--- config.mk ---
export PLATFORM = sky130hd
export DESIGN_NAME = pcsu_top
export DESIGN_NICKNAME = d
export VERILOG_FILES = /design/src/pcsu_pkg.sv /design/src/pcsu_dec_if.sv /design/src/pcsu_condition.sv /design/src/pcsu_decoder.sv /design/src/pcsu_top.sv
export SDC_FILE = /design/constraint.sdc
export NUM_CORES = 1
export LEC_CHECK = 0
export ABC_AREA = 1
export BUFFER_PORTS_ARGS = -buffer_cell sky130_fd_sc_hd__buf_2
export CORE_MARGIN = 5
export CORE_UTILIZATION = 56
export DETAILED_ROUTE_END_ITERATION = 7
export PLACE_DENSITY = 0.78
export SYNTH_ARGS = -nofsm -noshare
export SYNTH_HDL_FRONTEND = slang
export SYNTH_SLANG_ARGS = --single-unit
--- constraint.sdc ---
create_clock -name clk -period 5 [get_ports clk]
set_clock_uncertainty 0.1 [all_clocks]
set_input_delay 1.5 -clock clk [delete_from_list [all_inputs] [get_ports clk]]
set_output_delay 1.5 -clock clk [all_outputs]
set_load 0.005 [all_outputs]
--- src/pcsu_pkg.sv ---
// Purpose: Shared constants and types for the prioritize, CRC and status unit
// Assumes: 16-bit instruction word, fields at [15],[14:13],[12:9],[8:5],[4:0]
// Notes: Status byte layout and opcode encodings live here only
package pcsu_pkg;

	localparam int unsigned PCSU_W = 16;
	localparam int unsigned PCSU_RAM_DEPTH = 32;

	// Instruction word field positions
	localparam int unsigned PCSU_BW_BIT = 15;
	localparam int unsigned PCSU_QUAD_HI = 14;
	localparam int unsigned PCSU_QUAD_LO = 13;
	localparam int unsigned PCSU_FA_HI = 12;
	localparam int unsigned PCSU_FA_LO = 9;
	localparam int unsigned PCSU_FB_HI = 8;
	localparam int unsigned PCSU_FB_LO = 5;
	localparam int unsigned PCSU_LOW_HI = 4;

	// Quads
	localparam logic [1:0] PCSU_QUAD_RAM = 2'h2;
	localparam logic [1:0] PCSU_QUAD_NONRAM = 2'h3;

	// Mask selector codes
	localparam logic [3:0] MASK_FROM_ACCUMULATOR = 4'h8;
	localparam logic [3:0] MASK_ALL_ZERO = 4'ha;
	localparam logic [3:0] MASK_ALL_ONE = 4'hb;

	// Operand selector codes
	localparam logic [3:0] OPERAND_FROM_RAM_T3 = 4'h3;
	localparam logic [3:0] OPERAND_FROM_ACC_T3 = 4'h4;
	localparam logic [3:0] OPERAND_FROM_DATA_T3 = 4'h6;

	// Non-RAM destinations
	localparam logic [4:0] RESULT_TO_YBUS = 5'h00;
	localparam logic [4:0] RESULT_TO_ACCUMULATOR = 5'h01;

	// CRC, save and status field codes
	localparam logic [3:0] PCSU_CRC_FA = 4'h6;
	localparam logic [3:0] CRC_STEP_FORWARD = 4'h3;
	localparam logic [3:0] CRC_STEP_REVERSE = 4'h9;
	localparam logic [3:0] PCSU_SAVE_FA = 4'h7;
	localparam logic [3:0] PCSU_STAT_FB = 4'ha;
	localparam logic [3:0] FORCE_FLAGS_HIGH = 4'hb;
	localparam logic [3:0] FORCE_FLAGS_LOW = 4'ha;
	localparam logic [3:0] PCSU_TEST_FA = 4'h9;

	// Status opcodes
	localparam logic [4:0] SET_ARITH_FLAG_GROUP = 5'h01;
	localparam logic [4:0] CLEAR_ARITH_FLAG_GROUP = 5'h03;
	localparam logic [4:0] PCSU_OP_LINK = 5'h05;
	localparam logic [4:0] PCSU_OP_FLAG1 = 5'h06;
	localparam logic [4:0] PCSU_OP_FLAG2 = 5'h09;
	localparam logic [4:0] PCSU_OP_FLAG3 = 5'h0a;

	// Status byte bit positions
	localparam int unsigned ST_Z = 0;
	localparam int unsigned ST_C = 1;
	localparam int unsigned ST_N = 2;
	localparam int unsigned ST_OVR = 3;
	localparam int unsigned ST_LINK = 4;
	localparam int unsigned ST_F1 = 5;
	localparam int unsigned ST_F2 = 6;
	localparam int unsigned ST_F3 = 7;
	localparam logic [7:0] PCSU_STATUS_RESET = 8'h00;
	localparam logic [7:0] PCSU_ARITH_GROUP = 8'h0f;

	// Condition test selection codes
	localparam logic [3:0] TEST_LESSEQUAL_SIGNED = 4'h0;
	localparam logic [3:0] TEST_LESS_SIGNED = 4'h1;
	localparam logic [3:0] PCSU_T_Z = 4'h2;
	localparam logic [3:0] PCSU_T_OVR = 4'h3;
	localparam logic [3:0] TEST_CONSTANT_LOW = 4'h4;
	localparam logic [3:0] PCSU_T_C = 4'h5;
	localparam logic [3:0] TEST_LOWEREQUAL_UNSIGNED = 4'h6;
	localparam logic [3:0] PCSU_T_N = 4'h7;
	localparam logic [3:0] PCSU_T_LINK = 4'h8;
	localparam logic [3:0] PCSU_T_F1 = 4'h9;
	localparam logic [3:0] PCSU_T_F2 = 4'ha;
	localparam logic [3:0] PCSU_T_F3 = 4'hb;

	localparam logic [15:0] PCSU_ZERO16 = 16'h0000;
	localparam logic [15:0] PCSU_ONES16 = 16'hffff;

	typedef enum logic [6:0] {
		PCSU_OP_NONE = 7'b000_0001,
		PCSU_OP_PRIO = 7'b000_0010,
		PCSU_OP_CRC_STEP_FORWARD = 7'b000_0100,
		PCSU_OP_CRC_STEP_REVERSE = 7'b000_1000,
		PCSU_OP_SET = 7'b001_0000,
		PCSU_OP_RST = 7'b010_0000,
		PCSU_OP_SAVE = 7'b100_0000
	} pcsu_op_t;

	typedef enum logic [2:0] {
		PCSU_DST_NONE = 3'b001,
		PCSU_DST_RAM = 3'b010,
		PCSU_DST_ACC = 3'b100
	} pcsu_dst_t;

endpackage

--- src/pcsu_dec_if.sv ---
// Purpose: Carries decoded instruction between decoder and datapath
// Assumes: Single clock domain
// Notes: Purely combinational bundle
`timescale 1ns/1ps
interface pcsu_dec_if;
	import pcsu_pkg::*;
	pcsu_op_t op;
	pcsu_dst_t dst;
	logic [3:0] mask_sel;
	logic [3:0] opnd_sel;
	logic [4:0] ram_addr;
	logic byte_mode;
	logic test_valid;
	logic [3:0] test_sel;
	logic y_drive;
	modport dec (output op, dst, mask_sel, opnd_sel, ram_addr, byte_mode, test_valid,
		test_sel, y_drive);
	modport dp (input op, dst, mask_sel, opnd_sel, ram_addr, byte_mode, test_valid,
		test_sel, y_drive);
endinterface

--- src/pcsu_condition.sv ---
// Purpose: Selects one of twelve conditions for the condition test output
// Assumes: Status byte from the register
// Notes: Codes above eleven read low
`timescale 1ns/1ps
module pcsu_condition
	import pcsu_pkg::*;
(
	input wire logic [3:0] sel,
	input wire logic [7:0] st,
	output logic cond
);
	// Condition multiplexer
	always_comb begin
		case (sel) // [RL19]
			TEST_LESSEQUAL_SIGNED: cond = (st[ST_N] ^ st[ST_OVR]) | st[ST_Z];
			TEST_LESS_SIGNED: cond = st[ST_N] ^ st[ST_OVR];
			PCSU_T_Z: cond = st[ST_Z];
			PCSU_T_OVR: cond = st[ST_OVR];
			TEST_CONSTANT_LOW: cond = 1'b0;
			PCSU_T_C: cond = st[ST_C];
			TEST_LOWEREQUAL_UNSIGNED: cond = st[ST_Z] | ~st[ST_C];
			PCSU_T_N: cond = st[ST_N];
			PCSU_T_LINK: cond = st[ST_LINK];
			PCSU_T_F1: cond = st[ST_F1];
			PCSU_T_F2: cond = st[ST_F2];
			PCSU_T_F3: cond = st[ST_F3];
			default: cond = 1'b0;
		endcase
	end
endmodule

--- src/pcsu_decoder.sv ---
// Purpose: Decodes the instruction word into operation, sources and destination
// Assumes: Instruction word stable through the cycle
// Notes: Unrecognised words decode to no operation
`timescale 1ns/1ps
module pcsu_decoder
	import pcsu_pkg::*;
(
	input wire logic [15:0] instr,
	pcsu_dec_if.dec d
);
	logic bw;
	logic [1:0] quad;
	logic [3:0] fa;
	logic [3:0] fb;
	logic [4:0] lo;

	assign bw = instr[PCSU_BW_BIT];
	assign quad = instr[PCSU_QUAD_HI:PCSU_QUAD_LO];
	assign fa = instr[PCSU_FA_HI:PCSU_FA_LO];
	assign fb = instr[PCSU_FB_HI:PCSU_FB_LO];
	assign lo = instr[PCSU_LOW_HI:0];

	function automatic logic mask_ok(input logic [3:0] m);
		return (m == MASK_FROM_ACCUMULATOR) || (m == MASK_ALL_ZERO) || (m == MASK_ALL_ONE);
	endfunction

	// Field decode, quad first
	always_comb begin
		d.op = PCSU_OP_NONE;
		d.dst = PCSU_DST_NONE;
		d.mask_sel = fa;
		d.opnd_sel = fb;
		d.ram_addr = lo;
		d.byte_mode = ~bw;
		d.test_valid = 1'b0;
		d.test_sel = lo[4:1];
		d.y_drive = 1'b0;
		if (quad == PCSU_QUAD_RAM) begin
			if (bw && fa == PCSU_CRC_FA && fb == CRC_STEP_FORWARD) begin
				d.op = PCSU_OP_CRC_STEP_FORWARD; // [RL11]
				d.dst = PCSU_DST_RAM;
				d.y_drive = 1'b1;
			end else if (bw && fa == PCSU_CRC_FA && fb == CRC_STEP_REVERSE) begin
				d.op = PCSU_OP_CRC_STEP_REVERSE; // [RL11]
				d.dst = PCSU_DST_RAM;
				d.y_drive = 1'b1;
			end else if (fa == PCSU_SAVE_FA && fb == PCSU_STAT_FB) begin
				d.op = PCSU_OP_SAVE; // [RL17]
				d.dst = PCSU_DST_RAM;
				d.y_drive = 1'b1;
			end else if (mask_ok(fa) && (fb == OPERAND_FROM_RAM_T3 ||
				fb == OPERAND_FROM_ACC_T3 || fb == OPERAND_FROM_DATA_T3)) begin
				d.op = PCSU_OP_PRIO; // [RL1]
				d.dst = PCSU_DST_RAM;
				d.y_drive = 1'b1;
			end
		end else if (quad == PCSU_QUAD_NONRAM) begin
			if (!bw && fb == PCSU_STAT_FB && fa == FORCE_FLAGS_HIGH) begin
				d.op = PCSU_OP_SET; // [RL15]
			end else if (!bw && fb == PCSU_STAT_FB && fa == FORCE_FLAGS_LOW) begin
				d.op = PCSU_OP_RST; // [RL15]
			end else if (!bw && fb == PCSU_STAT_FB && fa == PCSU_TEST_FA && !lo[0]) begin
				d.test_valid = 1'b1; // [RL20]
			end else if ((lo == RESULT_TO_YBUS || lo == RESULT_TO_ACCUMULATOR) &&
				((fa == PCSU_SAVE_FA && fb == PCSU_STAT_FB) || (mask_ok(fa) &&
				(fb == OPERAND_FROM_ACC_T3 || fb == OPERAND_FROM_DATA_T3)))) begin
				d.op = (fa == PCSU_SAVE_FA) ? PCSU_OP_SAVE : PCSU_OP_PRIO; // [RL2] [RL17]
				d.dst = (lo == RESULT_TO_ACCUMULATOR) ? PCSU_DST_ACC : PCSU_DST_NONE;
				d.y_drive = 1'b1;
			end
		end
	end
endmodule

--- src/pcsu_top.sv ---
// Purpose: Prioritize, CRC step and status operations of a 16-bit datapath
// Assumes: Instruction word and data input synchronous to clk
// Notes: One instruction per cycle, results written on the clock edge
// How it works
// [RL1] RAM prioritize: mask from accumulator, zeros or ones; operand RAM, acc or data
// [RL2] Non-RAM prioritize: operand acc or data; result to Y bus or accumulator
// [RL3] Word prioritize encodes sixteen bits into result bits 4..0, rest zero
// [RL4] Byte prioritize encodes bits 7..0 into result bits 2..0 upward zero
// [RL5] Prioritize updates N and Z, clears OVERFLOW_FLAG and C, keeps others
// [RL6] CRC uses accumulator as polynomial mask, RAM register as remainder
// [RL7] Forward step: feedback link xor bit15, shift up with masked feedback
// [RL8] Reverse step: feedback link xor bit0, shift down with masked feedback
// [RL9] Link receives the bit shifted out of the checksum
// [RL10] CRC updates link, N, Z; clears OVERFLOW_FLAG, C; keeps user flags
// [RL11] CRC decodes word, quad 10, 0110 then 0011 or 1001, RAM address
// [RL12] Status byte: F3 F2 F1 LINK OVERFLOW_FLAG N C Z from bit 7 down
// [RL13] Set status forces only the chosen bit or group high
// [RL14] Reset status forces only the chosen bit or group low
// [RL15] Set 1011/1010, reset 1010/1010, quad 11, byte; opcode picks bits
// [RL16] Save status writes low byte; upper kept in byte, zeroed in word
// [RL17] Save to RAM quad 10 0111 1010; non-RAM quad 11 to Y or acc
// [RL18] Test drives condition output with one of twelve conditions
// [RL19] Test code map from signed compares through user flags
// [RL20] Test decodes quad 11 1001 1010, code in opcode bits 4..1
// [RL21] Without a test instruction the test bus selects the condition
// [RL22] Instruction test selection beats the test bus
// [RL23] One cycle per instruction; condition output combinational
`timescale 1ns/1ps
module pcsu_top
	import pcsu_pkg::*;
(
	input wire logic clk,
	input wire logic rst,
	input wire logic [15:0] instr,
	input wire logic [15:0] data_in,
	input wire logic [3:0] tbus_in,
	output logic [3:0] tbus_out,
	output logic [3:0] tbus_oe,
	output logic [15:0] y_out,
	output logic y_oe,
	output logic [15:0] acc_out,
	output logic [7:0] processor_status_byte,
	output logic condition_test_output
);
	pcsu_dec_if d();

	logic [PCSU_W-1:0] ram_r [PCSU_RAM_DEPTH];
	logic [PCSU_W-1:0] acc_r;
	logic [PCSU_W-1:0] acc_nxt;
	logic [7:0] st_r;
	logic [7:0] st_nxt;
	logic [PCSU_W-1:0] y_r;
	logic [PCSU_W-1:0] y_nxt;
	logic y_oe_r;
	logic ram_we;
	logic [PCSU_W-1:0] ram_wdata;
	logic [PCSU_W-1:0] ram_q;
	logic [PCSU_W-1:0] mask_v;
	logic [PCSU_W-1:0] opnd_v;
	logic [PCSU_W-1:0] prio_v;
	logic [PCSU_W-1:0] crc_v;
	logic [PCSU_W-1:0] save_v;
	logic [PCSU_W-1:0] res_v;
	logic crc_out_bit;
	logic [7:0] grp;
	logic [3:0] cond_sel;

	pcsu_decoder u_dec (
		.instr(instr),
		.d(d)
	);

	// Zero flag on the width in use
	function automatic logic is_zero(input logic [15:0] v, input logic bm);
		return bm ? (v[7:0] == 8'h00) : (v == PCSU_ZERO16);
	endfunction

	// Sign on the width in use
	function automatic logic sign_of(input logic [15:0] v, input logic bm);
		return bm ? v[7] : v[15];
	endfunction

	// Priority code: highest active bit scores 1, lowest scores width in word mode and zero in byte mode
	function automatic logic [4:0] prio_code(input logic [15:0] v, input logic bm);
		logic [4:0] c;
		c = 5'h00;
		if (bm) begin
			for (int i = 0; i < 8; i++) begin
				if (v[i]) begin
					// Code eight wraps to zero: only three result bits exist in byte mode
					c = 5'(8 - i) & 5'h07; // [RL4]
				end
			end
		end else begin
			for (int i = 0; i < 16; i++) begin
				if (v[i]) begin
					c = 5'(16 - i); // [RL3]
				end
			end
		end
		return c;
	endfunction

	assign ram_q = ram_r[d.ram_addr];

	// Mask and operand sources
	always_comb begin
		case (d.mask_sel) // [RL1]
			MASK_FROM_ACCUMULATOR: mask_v = acc_r;
			MASK_ALL_ZERO: mask_v = PCSU_ZERO16;
			MASK_ALL_ONE: mask_v = PCSU_ONES16;
			default: mask_v = PCSU_ZERO16;
		endcase
		case (d.opnd_sel) // [RL1] [RL2]
			OPERAND_FROM_RAM_T3: opnd_v = ram_q;
			OPERAND_FROM_ACC_T3: opnd_v = acc_r;
			OPERAND_FROM_DATA_T3: opnd_v = data_in;
			default: opnd_v = data_in;
		endcase
	end

	// Prioritize result, upper bits zero
	assign prio_v = {11'h000, prio_code(opnd_v & ~mask_v, d.byte_mode)}; // [RL3] [RL4]

	// CRC step: accumulator is polynomial, RAM holds remainder
	always_comb begin
		logic fb;
		fb = 1'b0;
		crc_v = PCSU_ZERO16;
		crc_out_bit = 1'b0;
		if (d.op == PCSU_OP_CRC_STEP_REVERSE) begin
			fb = st_r[ST_LINK] ^ ram_q[0]; // [RL8]
			crc_v = ({16{fb}} & acc_r) ^ {1'b0, ram_q[15:1]}; // [RL8] [RL6]
			crc_out_bit = ram_q[0]; // [RL9]
		end else begin
			fb = st_r[ST_LINK] ^ ram_q[15]; // [RL7]
			crc_v = ({16{fb}} & acc_r) ^ {ram_q[14:0], 1'b0}; // [RL7] [RL6]
			crc_out_bit = ram_q[15]; // [RL9]
		end
	end

	// Save value: status in low byte, upper zero on the bus
	assign save_v = {8'h00, st_r}; // [RL16]

	// Bit group chosen by a status opcode
	always_comb begin
		case (d.ram_addr) // [RL15]
			SET_ARITH_FLAG_GROUP: grp = (d.op == PCSU_OP_SET) ? PCSU_ARITH_GROUP : 8'h00;
			CLEAR_ARITH_FLAG_GROUP: grp = (d.op == PCSU_OP_RST) ? PCSU_ARITH_GROUP : 8'h00;
			PCSU_OP_LINK: grp = 8'(1 << ST_LINK);
			PCSU_OP_FLAG1: grp = 8'(1 << ST_F1);
			PCSU_OP_FLAG2: grp = 8'(1 << ST_F2);
			PCSU_OP_FLAG3: grp = 8'(1 << ST_F3);
			default: grp = 8'h00;
		endcase
	end

	// Next state of accumulator, status, RAM and Y bus
	always_comb begin
		res_v = PCSU_ZERO16;
		acc_nxt = acc_r;
		st_nxt = st_r;
		ram_we = 1'b0;
		ram_wdata = ram_q;
		y_nxt = y_r;
		case (d.op)
			PCSU_OP_PRIO: begin
				res_v = prio_v;
				st_nxt[ST_N] = sign_of(res_v, d.byte_mode); // [RL5]
				st_nxt[ST_Z] = is_zero(res_v, d.byte_mode); // [RL5]
				st_nxt[ST_OVR] = 1'b0; // [RL5]
				st_nxt[ST_C] = 1'b0; // [RL5]
			end
			PCSU_OP_CRC_STEP_FORWARD, PCSU_OP_CRC_STEP_REVERSE: begin
				res_v = crc_v;
				st_nxt[ST_LINK] = crc_out_bit; // [RL9] [RL10]
				st_nxt[ST_N] = res_v[15]; // [RL10]
				st_nxt[ST_Z] = (res_v == PCSU_ZERO16); // [RL10]
				st_nxt[ST_OVR] = 1'b0; // [RL10]
				st_nxt[ST_C] = 1'b0; // [RL10]
			end
			PCSU_OP_SET: begin
				res_v = PCSU_ONES16;
				st_nxt = st_r | grp; // [RL13]
			end
			PCSU_OP_RST: begin
				res_v = PCSU_ZERO16;
				st_nxt = st_r & ~grp; // [RL14]
			end
			PCSU_OP_SAVE: begin
				res_v = save_v;
			end
			default: begin
				res_v = PCSU_ZERO16;
			end
		endcase
		// Byte mode keeps the upper byte of the destination
		if (d.op == PCSU_OP_SAVE || d.op == PCSU_OP_PRIO) begin
			if (d.dst == PCSU_DST_RAM) begin
				ram_we = 1'b1;
				ram_wdata = d.byte_mode ? {ram_q[15:8], res_v[7:0]} : res_v; // [RL16]
			end else if (d.dst == PCSU_DST_ACC) begin
				acc_nxt = d.byte_mode ? {acc_r[15:8], res_v[7:0]} : res_v; // [RL16] [RL2]
			end
		end else if (d.op == PCSU_OP_CRC_STEP_FORWARD || d.op == PCSU_OP_CRC_STEP_REVERSE) begin
			ram_we = 1'b1; // [RL6]
			ram_wdata = res_v;
		end
		if (d.y_drive) begin
			y_nxt = res_v; // [RL2]
		end
	end

	// Registers update on the edge, one instruction per cycle
	always_ff @(posedge clk) begin
		if (rst) begin
			acc_r <= PCSU_ZERO16;
			st_r <= PCSU_STATUS_RESET;
			y_r <= PCSU_ZERO16;
			y_oe_r <= 1'b0;
		end else begin
			acc_r <= acc_nxt; // [RL23]
			st_r <= st_nxt; // [RL23]
			y_r <= y_nxt;
			y_oe_r <= d.y_drive;
		end
	end

	// RAM file has no reset; contents are software state
	always_ff @(posedge clk) begin
		if (ram_we) begin
			ram_r[d.ram_addr] <= ram_wdata;
		end
	end

	// Instruction test wins over the test bus
	assign cond_sel = d.test_valid ? d.test_sel : tbus_in; // [RL21] [RL22]

	pcsu_condition u_cond (
		.sel(cond_sel),
		.st(st_r),
		.cond(condition_test_output) // [RL18] [RL23]
	);

	// Test bus is only ever an input here; outputs parked low
	assign tbus_out = 4'h0;
	assign tbus_oe = 4'h0;
	assign y_out = y_r;
	assign y_oe = y_oe_r;
	assign acc_out = acc_r;
	assign processor_status_byte = st_r; // [RL12]
endmodule

* Yosys cells after proc, flatten, opt, wreduce, memory -nomap -nowiden
Memories as Yosys holds them, arrays and structs flattened.
Cells that the tools add are included.
** Word-level totals
- Bits in registers :: 41
- RAM bits :: 512
- Output and inout bits :: 50
- Memories :: 1
** Memory list
- ram_r :: words 32, width 16, read ports 1, clocked after memory_dff 0, wr ports 1, RTL line pcsu_top.sv:47 : logic [PCSU_W-1:0] ram_r [PCSU_RAM_DEPTH];
** Cells by class
- Eq/ne operators :: 37
- Mux-type cells :: 84
- Bitwise gates (word level) :: 16
- Reductions and logical operators :: 34
** Operators by type and width (count)
- 5-bit 2-to-1 mux :: 23
- 16-bit 2-to-1 mux :: 5
- 7-bit 2-to-1 mux :: 10
- 16-bit case mux with 2 select lines :: 2
- 16-bit case mux with 4 select lines :: 1
- 16-bit AND :: 3
- 8-bit case mux with 6 select lines :: 1
- 4-bit equality test, second input constant :: 10
- 3-bit 2-to-1 mux :: 11
- 16-bit logical NOT :: 2
- 4-bit by 3-bit equality test with 1-bit output, second input constant :: 7
- 1-bit 2-to-1 mux :: 22
- 16-bit NOT :: 1
- 4-bit case mux with 4 select lines :: 1
- 16-bit by 15-bit XOR with 16-bit output :: 1
- 16-bit XOR :: 1
- 4-bit by 2-bit equality test with 1-bit output, second input constant :: 3
- 1-bit logical AND :: 12
- 4-bit 2-to-1 mux :: 3
- 1-bit case mux with 11 select lines :: 1
- 5-bit by 3-bit equality test with 1-bit output, second input constant :: 2
- 5-bit by 4-bit equality test with 1-bit output, second input constant :: 2
- 1-bit logical OR :: 9
- 8-bit AND :: 1
- other kinds (30) :: 37

* Logic depth before layout (Yosys ltp)
- Depth after elaboration :: 25
- Mapped depth :: 31
- Gate-level depth less buffers :: 30

* By module
From an unflattened synthesis, not the netlist that was laid out.
** Second synthesis, totals
- Cells, all modules :: 2213
- Area, all modules :: 23909.2 um^2
** By module, submodules not included
- pcsu_top :: times used 1, cells each 2074, area each 23232.3 um^2, sequential area each 16195.5 um^2
- pcsu_decoder :: times used 1, cells each 100, area each 495.5 um^2, sequential area each 0.0 um^2
- pcsu_condition :: times used 1, cells each 39, area each 181.4 um^2, sequential area each 0.0 um^2

* Worst setup path after synthesis
OpenSTA, ideal clock, no wires.
- Kind :: input port to flip-flop
- Start :: input instr[1]
- End :: memory ram_r[0][14] (data pin)
- Setup time :: 0.479 ns
- Arrival :: 4.534 ns
- Data required time :: 4.421 ns
- Path slack :: -0.113 ns
- Cell stages on the path :: 19
- Buffers on the path :: 4
- Path through :: buf_6 > nand2_8 > inv_8 > buf_6 > nand2_1 > nand4_1 > a211oi_2 > nand2_1 > nand2_2 > nand2_2 > nand2_2 > buf_6 > buf_6 > nand3_1 > nand3_1 > nand2_1 > inv_2 > nor2_1 > a221oi_1
** Between the ends
- Longest elaborated chain between the ends :: 15
** Ends and longest elaborated chain
- from (decl) :: RTL line pcsu_top.sv:34 : input wire logic [15:0] instr,
- 5-bit by 1-bit equality test with 1-bit output / 5-bit logical NOT (equally long branches) :: RTL line pcsu_decoder.sv:64, pcsu_decoder.sv:68
- 1-bit logical OR :: RTL line pcsu_decoder.sv:64 : end else if ((lo == RESULT_TO_YBUS || lo == RESULT_TO_ACCUMULATOR) &&
- 1-bit logical AND :: RTL line pcsu_decoder.sv:64
- 7-bit 2-to-1 mux :: RTL line pcsu_decoder.sv:64
- 7-bit 2-to-1 mux :: RTL line pcsu_decoder.sv:62 : end else if (!bw && fb == PCSU_STAT_FB && fa == PCSU_TEST_FA && !lo[0]) begin
- 7-bit 2-to-1 mux :: RTL line pcsu_decoder.sv:60 : end else if (!bw && fb == PCSU_STAT_FB && fa == FORCE_FLAGS_LOW) begin
- 7-bit 2-to-1 mux :: RTL line pcsu_decoder.sv:58 : if (!bw && fb == PCSU_STAT_FB && fa == FORCE_FLAGS_HIGH) begin
- 7-bit 2-to-1 mux :: RTL line pcsu_decoder.sv:57 : end else if (quad == PCSU_QUAD_NONRAM) begin
- 7-bit 2-to-1 mux :: RTL line pcsu_decoder.sv:38 : if (quad == PCSU_QUAD_RAM) begin
- 7-bit by 4-bit equality test with 1-bit output / 7-bit by 3-bit equality test with 1-bit output (equally long branches) :: RTL line pcsu_top.sv:131, pcsu_top.sv:166, pcsu_top.sv:205
- 16-bit 2-to-1 mux / 2-bit OR reduction (equally long branches) :: RTL line pcsu_top.sv:131, pcsu_top.sv:166
- 16-bit case mux with 4 select lines :: RTL line pcsu_top.sv:166 : case (d.op)
- 16-bit 2-to-1 mux :: RTL line pcsu_top.sv:201 : ram_wdata = d.byte_mode ? {ram_q[15:8], res_v[7:0]} : res_v;
- 16-bit 2-to-1 mux :: RTL line pcsu_top.sv:199 : if (d.dst == PCSU_DST_RAM) begin
- 16-bit 2-to-1 mux (*) :: RTL line pcsu_top.sv:198 : if (d.op == PCSU_OP_SAVE || d.op == PCSU_OP_PRIO) begin
- named net ram_wdata[14] :: RTL line pcsu_top.sv:56 : logic [PCSU_W-1:0] ram_wdata;
- to (decl) :: RTL line pcsu_top.sv:47
The timed path passes the listed nets; every way through them passes the cells marked *.

* Worst setup path in the final report
- Start :: input instr[7]
- End :: output condition_test_output
** Between the ends
- Longest elaborated chain between the ends :: 12
** Ends and longest elaborated chain
- 4-bit equality test (*) :: RTL line pcsu_decoder.sv:58, pcsu_decoder.sv:60, pcsu_decoder.sv:62
- 1-bit logical AND (*) :: RTL line pcsu_decoder.sv:58, pcsu_decoder.sv:60, pcsu_decoder.sv:62
- 1-bit logical AND (2 in series) :: RTL line pcsu_decoder.sv:62
- 1-bit 2-to-1 mux :: RTL line pcsu_decoder.sv:62
- 1-bit 2-to-1 mux :: RTL line pcsu_decoder.sv:60
- 1-bit 2-to-1 mux (*) :: RTL line pcsu_decoder.sv:58
- 1-bit 2-to-1 mux (*) :: RTL line pcsu_decoder.sv:57
- 1-bit 2-to-1 mux (*) :: RTL line pcsu_decoder.sv:38
- 4-bit 2-to-1 mux (*) :: RTL line pcsu_top.sv:237 : assign cond_sel = d.test_valid ? d.test_sel : tbus_in;
- 4-bit equality test, or another cell as far along :: RTL line pcsu_condition.sv:14 : case (sel)
- 1-bit case mux with 11 select lines (*) :: RTL line pcsu_condition.sv:14
- to (decl) :: RTL line pcsu_top.sv:43 : output logic condition_test_output
Every way passes the cells marked *; elsewhere a longest branch is shown, timed or not.

==> metrics.csv <==
stage,metric,value,unit
sta,period utilization,102,%
detailed_routing,drt first pass iters,6,
clock_network,clk buf depth,3,
floorplan,Boundary Pins,88,
sta,final setup margin,-0.114,ns
critical_path,max incr delay on CP,0.24,ns
power_and_ir_drop,PwrDens,359,nW/um2
yosys,post-synth top area share,63.9,%
clock_network,H-Tree Level Count,2,
sta,Fin Hold WS,0.371,ns
sta,Max transition margin,41.5,%
detailed_routing,Vias per Instance,6.09,
detailed_routing,Vias,18100,
sta,Max Transition Viols Final,0,
sta,Final Hold Viols,0,
yosys,Synth area leaders,"edfxtp_1 64%, nand2_1 9.5%, dfxtp_1 3.4%, nand3_1 3.3%, inv_1 2.2%",
critical_path,worst path cell trace,buf_6 > nor4_4 > inv_1 > nor2_1 > inv_1 > nor4_2 > nand3_2 > o21ai_1 > inv_1 > nand2_2 > inv_2 > nand2_1 > a21oi_1 > nor3_1 > nand4_1 > buf_2,
global_routing,largest net degree at the start of global routing,55,
clock_network,Worst-Skew Late Latency,0.63,ns
critical_path,WP data required,3.40,ns
yosys,simple-gate area share of the yosys netlist,18.0,%
layout,fin nets,2422,
detailed_routing,DRT Wirelength,69900,um
yosys,async set-reset flop share out of synthesis,0,%
place,PortBufs,79,
floorplan,row count,76,
yosys,sequential fraction of the synthesis area,67.3,%
clock_network,Clock transition at path regs,0.05,ns
layout,Synth-to-Final Area Change,17.1,%
sta,Highest Clock Rate,0.196,GHz
place,Placed Area,26400,um2
sta,Setup Viol. Count Final,1,
power_and_ir_drop,sequential share of power,50.9,%
clock_network,CTS Root Cell,clkbuf_16,
power_and_ir_drop,Comb pwr share,9.5,%
sta,Slew @ Worst Pin,0.878,ns
sta,fin crit period,5.11,ns
power_and_ir_drop,P_leak,10.5,nW
run_status,status,"complete, but fails checks",
critical_path,"most used cell, CP",inv_1,
clock_network,CTS tree,done,
yosys,proportion of synthesized area in mux cells,0,%
yosys,largest family of logic cells by synthesized area,simple AND/OR/NAND/NOR gates,
global_routing,global-route wire length before repair,105000,um
detailed_routing,# DRC,0,
critical_path,Startpoint Class,input port,
global_routing,total global-route track usage,29.3,%
power_and_ir_drop,Internal,7.71,mW
power_and_ir_drop,NetSw,2.40,mW
critical_path,crit path max fanout,8,
layout,n_diodes,0,
yosys,Post-Synthesis Cells,2141,
yosys,"EDFF count, synth",512,
critical_path,Worst Path Arrival,3.51,ns
global_routing,grt total ovfl,0,
power_and_ir_drop,clock power share,39.5,%
floorplan,die area,47200,um2
floorplan,Initial Util,56.2,%
detailed_routing,DRT antenna net count,0,
floorplan,Vert. Die Dim,217,um
layout,share of cells above drive strength 1,18.8,%
floorplan,die width,217,um
critical_path,CP endpoint kind,output pin,
sta,RSZ-0062 raised after global routing,true,
global_routing,vias in the first global route,17500,
power_and_ir_drop,worst vdd ir,0.000367,V
layout,Post-Route Utilization,65.8,%
yosys,Synth area leader,edfxtp_1,
min_path,HP Class,flop to flop,
yosys,Ys Warns,0,
clock_network,hold_buf cts,0,
clock_network,clock buffers created by TritonCTS,55,
clock_network,CTS sink cnt,553,
yosys,prevailing post-synth register cell,edfxtp_1,
layout,fin area,28200,um2
detailed_routing,WL/cell,23.5,um
yosys,Post-Syn Area,24100,um2
critical_path,crit path kind,input port to output pin,
yosys,Yosys cell types,56,
floorplan,Core Region,42800,um2
yosys,register bit total from synthesis,553,
place,RePlAce Congestion,0.939,
yosys,xor and xnor area share after synthesis,0.0728,%
detailed_routing,DRT iter0 DRCs,2185,
yosys,Post-Synth Adder-Cell Area,0,%
critical_path,slowest library cell on the worst path,nor4_4,
yosys,syn avg cell area,11.2,um2
place,DP HPWL,45700,um
yosys,compound-gate portion of the synthesized area,8.92,%
run_status,violated checks,setup timing,
power_and_ir_drop,sw frac,23.8,%
job,max-cap check violation count,0,
global_routing,initial antenna violation count,0,
-- power groups by stage --
stage	Combinational, mW	Sequential (mW)	Clock [mW]
6_report	0.965	5.15	4.00
5_1_grt	1.03	5.15	4.26
4_1_cts	0.948	5.15	4.03
3_5_place_dp	0.940	5.25	0
3_3_place_gp	0.921	5.25	0
2_1_floorplan	0.497	5.26	0
-- layout by cell type (no fill, tap or decap), drive strengths merged --
cell type / instances
nor2: 135
bufinv: 4
a22oi: 73
o22ai: 1
edfxtp: 512
nor3: 6
buf: 285
a221oi: 17
o21bai: 14
dfxtp: 41
clkbuf: 64
o32ai: 1
xor2: 2
nand4: 67
a211oi: 5
clkinvlp: 4
nand2: 627
o21ai: 90
clkinv: 25
a21boi: 2
o221ai: 5
o2111ai: 1
or2: 4
nor4: 4
and3: 1
nand3: 161
a31oi: 7
a41oi: 6
a21oi: 65
o31ai: 1
inv: 154
conb: 8
a21o: 1
o211ai: 31
nand3b: 2
-- critical path: cells and delay by family --
kind	cells	cell delay (ns)
and+or+nand+nor	8	1.15
buffers and inverters	6	0.57
AOI/OAI and AO/OA	2	0.31
-- what timing repair did --
item,4_1_cts,5_1_grt
setup endpoints to repair,1,1
buffers inserted,0,0
gates resized for setup,11,10
pin swaps,2,0
-- Yosys cell counts (2+ instances only) --
cell	instances
o221ai_1	4
nor4_1	4
buf_4	23
buf_6	32
nand2_1	609
a41oi_1	5
o21bai_1	7
nor2_2	6
nand2_2	16
buf_1	4
o211ai_1	30
nor3_1	6
nand3_2	3
o21ai_0	73
o21bai_2	7
a211oi_1	3
a21oi_1	63
edfxtp_1	512
nor2_8	3
a21oi_2	2
a31oi_1	7
inv_1	140
nand3_1	158
buf_2	29
nand4_1	67
nand3b_1	2
a22oi_2	6
dfxtp_1	41
or2_2	3
clkbuf_1	17
a221oi_1	17
a211oi_2	2
o21ai_1	17
inv_2	10
nor2_1	125
a22oi_1	67
xor2_1	2
-- through the flow --
stage               TNS (ns)  setup WS [ns]  total power, mW  cells
floorplan                  0         0.0716             5.76   2148
global placement       -3.16         -0.267             6.17   2873
detailed placement     -5.02         -0.330             6.19   2873
CTS                   -0.131         -0.131             10.1   2972
global route          -0.317         -0.317             10.4   2972
finish                -0.114         -0.114             10.1   2972
-- per-layer routing --
metal	track usage, %	routed length [um]	up-vias
li1	-	-	8055
met1	39.1	26300	8690
met2	47.2	32400	1170
met3	5.33	7540	181
met4	13.5	3630	0
met5	0	0	-
-- registers in the layout, indices dropped and copies added (netlist names), named ones only --
| signal | cells |
|---|---|
| y_out | 16 |
| processor_status_byte | 5 |
| acc_out | 16 |
| ram_r | 512 |
| y_oe | 1 |
-- area by class of cell --
| class | count | area (um2) |
|---|---|---|
| clock buffer | 64 | 1410 |
| clock inverter | 35 | 342 |
| fill | 3109 | 14600 |
| inverter | 152 | 581 |
| multi-input combinational | 1337 | 6640 |
| sequential | 553 | 16200 |
| tap | 546 | 683 |
| timing repair buffer | 285 | 2320 |
-- path summary, 6_finish.rpt --
kind	startpoint	end	slack, ns	cells past startpoint
setup / recovery	instr[7]	condition_test_output	-0.11	16
hold / removal	y_out[8]$_SDFFE_PP0P_	y_out[8]$_SDFFE_PP0P_	0.37	2
setup reg to reg	ram_r[31][4]$_DFFE_PP_	ram_r[4][3]$_DFFE_PP_	1.68	22
hold reg to reg	y_out[8]$_SDFFE_PP0P_	y_out[8]$_SDFFE_PP0P_	0.37	2
-- logic make-up after synthesis --
family                 after synthesis
other                                1
AND/OR/NAND/NOR                   1007
flip-flops                         553
buffers and inverters              258
XOR/XNOR                             2
AO/OA/AOI/OAI                      320
(Power assumes the default switching activity.)
